--- src/hss_regs.svh ---
// Timing constants and head map fields for head select and squelch control
`ifndef HSS_REGS_SVH
`define HSS_REGS_SVH
`define HSS_CLK_PERIOD_NS 10
`define HSS_SQUELCH_HOLD_NS 5000
`define HSS_SQUELCH_CYCLES (`HSS_SQUELCH_HOLD_NS / `HSS_CLK_PERIOD_NS)
`define HSS_UNSAFE_SETTLE_NS 1000
`define HSS_UNSAFE_CYCLES ((`HSS_UNSAFE_SETTLE_NS + `HSS_CLK_PERIOD_NS - 1) / `HSS_CLK_PERIOD_NS)
`define HSS_CS_NONE 3'h7
`define HSS_HEAD_UNMAPPED 4'hf
`endif

--- src/hss_pkg.sv ---
// Types for head select and squelch control
package hss_pkg;
    typedef logic [3:0] hss_head_t;
    typedef logic [5:0] hss_map_t;
    typedef enum logic [1:0] {HSS_IDLE, HSS_WAIT, HSS_SAFE} hss_wstate_t;
endpackage

--- src/hss_head_map.sv ---
// Combinational head number to preamp select and head line map
`timescale 1ns/1ns
`default_nettype none
`include "hss_regs.svh"
module hss_head_map
    import hss_pkg::*;
(
    input wire hss_pkg::hss_head_t head, // Binary head number
    output logic [2:0] cs_n,             // Preamp selects, active low
    output logic [2:0] hs                // Head line bits
);
    hss_map_t map;
    always_comb
    begin
        case (head)
            4'h0: map = 6'b101_100;
            4'h1: map = 6'b101_101;
            4'h2: map = 6'b011_000;
            4'h3: map = 6'b011_001;
            4'h4: map = 6'b011_010;
            4'h5: map = 6'b011_011;
            4'h6: map = 6'b011_100;
            4'h7: map = 6'b011_101;
            4'h8: map = 6'b101_011;
            4'h9: map = 6'b101_010;
            4'ha: map = 6'b101_001;
            4'hb: map = 6'b101_000;
            4'hc: map = 6'b110_101;
            4'hd: map = 6'b110_100;
            4'he: map = 6'b110_011;
            default: map = {`HSS_CS_NONE, 3'h0};
        endcase
    end
    assign cs_n = map[5:3];
    assign hs = map[2:0];
endmodule
`default_nettype wire

--- src/hss_ctrl.sv ---
// Head select decode, squelch timing and write-unsafe qualification
`timescale 1ns/1ns
`default_nettype none
`include "hss_regs.svh"
module hss_ctrl
    import hss_pkg::*;
#(
    parameter int SQUELCH_CYCLES = `HSS_SQUELCH_CYCLES,
    parameter int UNSAFE_CYCLES = `HSS_UNSAFE_CYCLES
)
(
    input wire logic clk,                  // 100 MHz clock
    input wire logic rst,                  // Sync reset, active high
    input wire logic [3:0] head_select_n,  // Host head number, active low
    input wire logic write_cmd,            // Internal write command
    input wire logic write_bit,            // Encoded write transition request
    input wire logic write_unsafe_flag,    // Preamp unsafe, high = unsafe
    output logic preamp_select_low,        // Preamp select 0, active low
    output logic preamp_select_mid,        // Preamp select 1, active low
    output logic preamp_select_high,       // Preamp select 2, active low
    output logic head_line_bit0,           // Head line bit 0
    output logic head_line_bit1,           // Head line bit 1
    output logic head_line_bit2,           // Head line bit 2
    output logic squelch_n,                // Pulse detector squelch, low
    output logic write_data_drive,         // Write data to preamp
    output logic write_safe,               // Write confirmed safe
    output logic write_fault               // Unsafe seen during safe write
);
    import hss_pkg::*;
    localparam int CW = $clog2(SQUELCH_CYCLES + 1);
    localparam int WW = $clog2(UNSAFE_CYCLES + 1);
    localparam logic [CW-1:0] SQ_LOAD = CW'(SQUELCH_CYCLES);
    localparam logic [WW-1:0] UNSAFE_LOAD = WW'(UNSAFE_CYCLES);

    hss_head_t head_num;
    hss_head_t head_q;
    logic [2:0] cs_n_w;
    logic [2:0] hs_w;
    logic [2:0] cs_q;
    logic [2:0] hs_q;
    logic [CW-1:0] sq_cnt_q;
    logic [WW-1:0] unsafe_cnt_q;
    logic write_q;
    logic wd_q;
    logic head_switch;
    logic write_fall;
    logic sq_active;
    hss_wstate_t wst_q;
    hss_wstate_t wst_d;

    assign head_num = ~head_select_n;

    hss_head_map u_map (
        .head(head_num),
        .cs_n(cs_n_w),
        .hs(hs_w)
    );

    always_ff @(posedge clk)
    begin
        if (rst)
        begin
            cs_q <= `HSS_CS_NONE;
            hs_q <= 3'h0;
            head_q <= `HSS_HEAD_UNMAPPED;
        end
        else
        begin
            cs_q <= cs_n_w;
            hs_q <= hs_w;
            head_q <= head_num;
        end
    end

    assign preamp_select_low = cs_q[0];
    assign preamp_select_mid = cs_q[1];
    assign preamp_select_high = cs_q[2];
    assign head_line_bit0 = hs_q[0];
    assign head_line_bit1 = hs_q[1];
    assign head_line_bit2 = hs_q[2];

    // any head change is a switch
    assign head_switch = head_num != head_q;
    assign write_fall = write_q && !write_cmd;

    always_ff @(posedge clk)
    begin
        if (rst)
            sq_cnt_q <= '0;
        else if (head_switch || write_fall)
            sq_cnt_q <= SQ_LOAD;
        else if (sq_cnt_q != '0)
            sq_cnt_q <= sq_cnt_q - CW'(1);
    end

    always_ff @(posedge clk)
    begin
        if (rst)
            write_q <= 1'b0;
        else
            write_q <= write_cmd;
    end

    assign sq_active = write_q || (sq_cnt_q != '0);
    assign squelch_n = !sq_active;

    // preamp toggle halves edges, so each request while write_cmd is high toggles the line
    always_ff @(posedge clk)
    begin
        if (rst)
            wd_q <= 1'b1;
        else if (write_cmd && write_bit)
            wd_q <= !wd_q;
    end
    assign write_data_drive = wd_q;

    // ignore unsafe flag until settle time
    always_comb
    begin
        wst_d = wst_q;
        case (wst_q)
            HSS_IDLE: if (write_cmd) wst_d = HSS_WAIT;
            HSS_WAIT:
                if (!write_cmd) wst_d = HSS_IDLE;
                else if (unsafe_cnt_q == '0 && !write_unsafe_flag)
                    wst_d = HSS_SAFE;
            HSS_SAFE: if (!write_cmd) wst_d = HSS_IDLE;
            default: wst_d = HSS_IDLE;
        endcase
    end

    always_ff @(posedge clk)
    begin
        if (rst)
        begin
            wst_q <= HSS_IDLE;
            unsafe_cnt_q <= UNSAFE_LOAD;
        end
        else
        begin
            wst_q <= wst_d;
            if (wst_q == HSS_IDLE)
                unsafe_cnt_q <= UNSAFE_LOAD;
            else if (unsafe_cnt_q != '0)
                unsafe_cnt_q <= unsafe_cnt_q - WW'(1);
        end
    end

    // unsafe in a safe write is a fault
    always_ff @(posedge clk)
    begin
        if (rst)
            write_fault <= 1'b0;
        else
            write_fault <= (wst_q == HSS_SAFE) && write_cmd
                && write_unsafe_flag;
    end
    assign write_safe = (wst_q == HSS_SAFE);
endmodule
`default_nettype wire

--- config.mk ---
export PLATFORM = sky130hd
export DESIGN_NAME = hss_ctrl
export DESIGN_NICKNAME = d
export VERILOG_FILES = /design/src/hss_pkg.sv /design/src/hss_head_map.sv /design/src/hss_ctrl.sv
export VERILOG_INCLUDE_DIRS = /design/src
export SDC_FILE = /design/constraint.sdc
export NUM_CORES = 1
export LEC_CHECK = 0
export BUFFER_PORTS_ARGS = -buffer_cell sky130_fd_sc_hd__buf_2
export CORE_MARGIN = 3
export CORE_UTILIZATION = 55
export CTS_CLUSTER_DIAMETER = 60
export DETAILED_ROUTE_END_ITERATION = 7
export HOLD_SLACK_MARGIN = 0.12
export PLACE_DENSITY_LB_ADDON = 0.25
export SYNTH_ARGS = -nofsm -noshare
export SYNTH_HDL_FRONTEND = slang
export SYNTH_SLANG_ARGS = --single-unit
export TNS_END_PERCENT = 50
--- constraint.sdc ---
create_clock -name clk -period 2.5 [get_ports clk]
set_input_delay 0.125 -clock clk [delete_from_list [all_inputs] [get_ports clk]]
set_output_delay 0.125 -clock clk [all_outputs]
set_load 0.05 [all_outputs]
* After elaboration in Yosys (flattened, before gate mapping)
Memory sizes are Yosys's and may differ from the RTL's. A register that Yosys moved wholly into a read port is not among the register bits.
Cells that the tools add are included.
** Word-level totals
- Memories kept :: 1
- Register bits :: 25
- Output and inout port bits :: 10
- Input bits :: 9
- Bits in read-only memories :: 96
** Memory list
- (no name shown) :: words 16, width 6, rd ports 1, clocked after memory_dff 1, write ports 0, RTL line hss_head_map.sv:15 : case (head)
** Operators by class
- Add/subtract/negate cells :: 2
- Reductions and logical operators :: 19
- Bitwise gates (word level) :: 1
- Equality and inequality tests :: 6
- Multiplexer cells :: 7
** Operators with widths (count)
- $mux 9 :: 2
- $reduce_bool 9->1 :: 1
- $sub 9x1->9 const B :: 1
- $mux 2 :: 4
- $logic_not 7->1 :: 1
- $reduce_bool 7->1 :: 1
- $sub 7x1->7 const B :: 1
- $pmux 2 s3 :: 1
- $logic_and 1x1->1 :: 5
- $logic_not 1->1 :: 4
- $ne 2x2->1 const B :: 2
- $ne 4x4->1 :: 1
- $not 4->4 :: 1
- $reduce_or 2->1 :: 2
- $ne 3x3->1 const B :: 1
- $reduce_and 3->1 :: 1
- $eq 2x1->1 const B :: 1
- $eq 2x2->1 const B :: 1
- $logic_not 2->1 :: 1
- $logic_or 1x1->1 :: 2
- $reduce_bool 2->1 :: 1

* Depth between registers and ports, before layout
- Depth after elaboration :: 5
- Depth in mapped cells :: 7
- Gate-level depth less buffers :: 6

* Modules after synthesis
Synthesis repeated with hierarchy kept, for this count alone.
** Unflattened totals
- Cell total of the unflattened synthesis :: 148
- Area total of the unflattened synthesis :: 1427.6 um^2
** Modules (own cells, without submodules)
- hss_ctrl :: area an instance 1310.0 um^2, times used 1, cells an instance 132, seq. area each 620.6 um^2
- hss_head_map :: area an instance 117.6 um^2, times used 1, cells an instance 16, seq. area each 0.0 um^2

* Worst setup path after synthesis
Ideal clock, no wire load.
- Kind :: register to output
- From :: reg sq_cnt_q[0]
- To :: out squelch_n
- Arrival :: 2063 ps
- Slack :: 312 ps
- Data required time :: 2375 ps
- Stages on the path, launching flop included :: 7
- Cells stage by stage :: dfxtp_1 -> inv_1 -> ha_1 -> or3b_1 -> or3_1 -> clkbuf_1 -> nor2_1
** On the way
- Longest elaborated chain between the ends :: 3
** Ends and longest elaborated chain
- start: declaration :: RTL line hss_ctrl.sv:41 : logic [CW-1:0] sq_cnt_q;
- start signal: assignment :: RTL line hss_ctrl.sv:93 : sq_cnt_q <= sq_cnt_q - CW'(1);
- $reduce_bool 9->1 :: RTL line hss_ctrl.sv:104 : assign sq_active = write_q || (sq_cnt_q != '0);
- $logic_or 1x1->1 :: RTL line hss_ctrl.sv:104
- $logic_not 1->1 :: RTL line hss_ctrl.sv:105 : assign squelch_n = !sq_active;
- end: declaration :: RTL line hss_ctrl.sv:24 : output logic squelch_n,
Every way passes these cells.

* Worst setup path in the final report
Same ends and word-level chain as after synthesis.

==> summary.txt <==
GRT
  • Pin count of the biggest net entering global routing: 23
  • Met1 Usage GRT: 20.76%
  • Number of global-route vias before repair: 993
  • GRT busiest layer: met2
  • Met3 Use GR: 7.239%
  • Grt ovf: 0
  • Gr usage total: 19.57%
  • Antenna violations before repair: 0
  • Met2 GRT Util: 34.25%
  • First-pass GRT wire length: 4.119 mm

Timing
  • Fmax achieved: 434.3 MHz
  • Count of final max-slew check failures: 0
  • Final hold violations: 0
  • Clock Skews: 0.003535 ns
  • Slew HR: 68.05%
  • Final period utilization: 92.10%
  • Total Neg Setup Slack: 0 ns
  • Worst-margin pin slew: 0.4752 ns
  • Final min period: 2.303 ns
  • Unrepaired setup endpoints after global routing: false
  • Final Setup Violations: 0

Hold path
  • Hold Path Class: in2reg

Setup path
  • CP endpoint kind: output pin
  • Crit path cell chain: inv_1 -> ha_1 -> or3b_1 -> or3_1 -> nor2_1 -> buf_2
  • Buf/Inv on CP: 2
  • Crit Path Class: reg2out
  • Worst EP arrival: 2.18 ns
  • Top delay family on crit path: simple AND/OR/NAND/NOR gates
  • Worst Setup Start Kind: flip-flop
  • CP max-delay cell: or3_1
  • Crit path max fanout: 6
  • Slowest cell delay on critical path: 0.45 ns
  • Critical Path RT: 2.38 ns

Floorplanning
  • Die area: 0.003042 mm²
  • I/O Pins: 19
  • Die outline height: 55.15 µm
  • Row cnt: 17
  • Initial Utilization: 58.93%
  • Core Region: 0.002255 mm²
  • Die W: 55.15 µm

Place
  • I/O Buffers: 18
  • Area after DPL: 0.001441 mm²
  • DP HPWL: 1.720 mm
  • Gpl congestion: 0.7400

Routing
  • Drt wl/cell: 12.73 µm
  • Total number of vias: 1073
  • Vias per cell: 5.419
  • Number of DRC markers in iteration 0: 19
  • Routed wire length: 2.521 mm
  • DRC viols: 0
  • Pre-antenna DRT Iters: 4
  • Routed Antenna Nets: 0

Layout
  • Nets: 186
  • ANT cells: 0
  • Final instance area: 0.001543 mm²
  • Most common cell after layout, fill and taps aside: dfxtp_1
  • Area grow syn2layout: 16.10%
  • Commonest non-fill, non-tap cells in the layout: dfxtp_1, buf_2, nor2_1, nand2_1
  • Share of cells above drive strength 1: 18.24%

CTS
  • CTS buffer count: 5
  • CTS max path bufs: 2
  • TritonCTS clock tree: done
  • CTS Sinks: 31
  • H-tree level count: 2
  • Clock root cell: clkbuf_4
  • # Post-CTS Setup Buffers: 0
  • Clk_lat worst skew: 0.32 ns
  • Worst-path clk slew: 0.09 ns

Outcome
  • Outcome: finished clean

Power and ir drop
  • Maximum VDD drop: 0.4931 mV
  • Leak: 0.0006567 µW
  • P per Cell Area: 590.4 mW/mm²

Yosys
  • Share of the synthesized area in the top cell type: 46.70%
  • Yosys reg bits: 31
  • Yosys top cell by area: dfxtp_1
  • Synth Net Count: 159
  • Seq/Total Area, Yosys: 46.70%
  • Synth Cell Area: 0.001329 mm²
  • Gate Count Post-Synth: 144
  • Synth unique cells: 36
  • Largest cells by area after synthesis: dfxtp_1, ha_1, xnor2_1, nor2_1, nand2b_1
  • Syn_area_per_cell: 9.228 µm²
  • Synth warnings: 0

Run
  • Max cap viols: 0
## metrics by stage
stage	hold slack, ns	std cells	setup slack (ns)	utilization [%]	total power [µW]
6_report	0.1483	198	0.1974	68.42	910.8
5_1_grt	0.1612	198	0.02672	68.42	959.7
4_1_cts	0.1350	198	0.2190	68.42	923.4
3_5_place_dp	0.3647	186	0.5816	63.93	664.6
3_3_place_gp	0.3645	186	0.6216	63.93	660.0
2_1_floorplan	0.1987	144	0.3115	-	630.3
## power breakdown
part | switching, µW | internal (µW)
registers | 15.8 | 516
clock network | 150 | 99.8
logic | 76.7 | 52.5
## cells in the mapped netlist
master	n
or3b_1	1
nand3b_1	1
and3b_1	2
a31oi_1	5
and4bb_2	1
nor3_1	6
or3_1	2
xor2_1	1
a211o_1	1
or2_1	1
ha_1	6
dfxtp_1	31
buf_2	1
nor4b_1	1
o31ai_1	2
nor2_1	14
o21bai_1	1
nand2b_1	6
xnor2_1	8
or3_2	2
a211oi_1	1
or2_2	2
or4_4	1
nand2_1	9
inv_1	8
mux2i_1	3
a21oi_1	5
and3_1	2
or3b_2	1
nor4_1	3
a311oi_1	1
nor3b_1	1
o221ai_1	1
clkbuf_1	4
o21ai_0	7
nor2b_1	2
## layout make-up
class                   instances  area, µm²
repair buffers                 25      157.7
clock buffers                   6      41.29
flip-flops and latches         31      620.6
well taps                      28      35.03
inverters                       8      30.03
multi-input cells             100      658.1
fillers                       204      711.9
## path summary, 6_finish.rpt
kind / endpoint / slack, ns / from / depth (start not counted)
hold reg to reg: wst_q[0] / 0.49 / wst_q[1] / 1
setup reg to reg: sq_cnt_q[1] / 0.58 / sq_cnt_q[0] / 6
hold / removal: write_q / 0.15 / write_cmd / 3
setup / recovery: squelch_n / 0.20 / sq_cnt_q[0] / 6
## registers in the layout, summed over array words and instances (netlist names)
signal and count:
sq_cnt_q 9, unsafe_cnt_q 7, head_q 4, cs_q 3
hs_q 3, wst_q 2, write_data_drive 1, write_fault 1
write_q 1
## metal layers
metal	up-vias	wire, µm
li1	549	-
met4	0	38
met3	5	106
met1	502	1090
met5	-	0
met2	17	1287
## worst register-to-register path, stage by stage, from the launching register on
cell and delay (ns):
dfxtp_1 0.36, inv_1 0.07, ha_1 0.16, or3b_1 0.43
or3_1 0.45, nor2_1 0.12, and4bb_2 0.23
## repair_timing
item                                   in CTS  in global routing
gates resized for setup                     0                  0
hold buffers                                6                  0
endpoints found under the hold margin       8                  0
## cells by family after synthesis
kind of cell / share of synthesized area (%)
multiplexers: 2.260
AO/OA/AOI/OAI: 11.11
AND/OR/NAND/NOR: 24.58
flip-flops: 46.70
adder cells (fa/ha/maj): 5.650
buffers and inverters: 3.766
XOR/XNOR: 5.933
No activity file was read; power rests on OpenSTA's default activity.
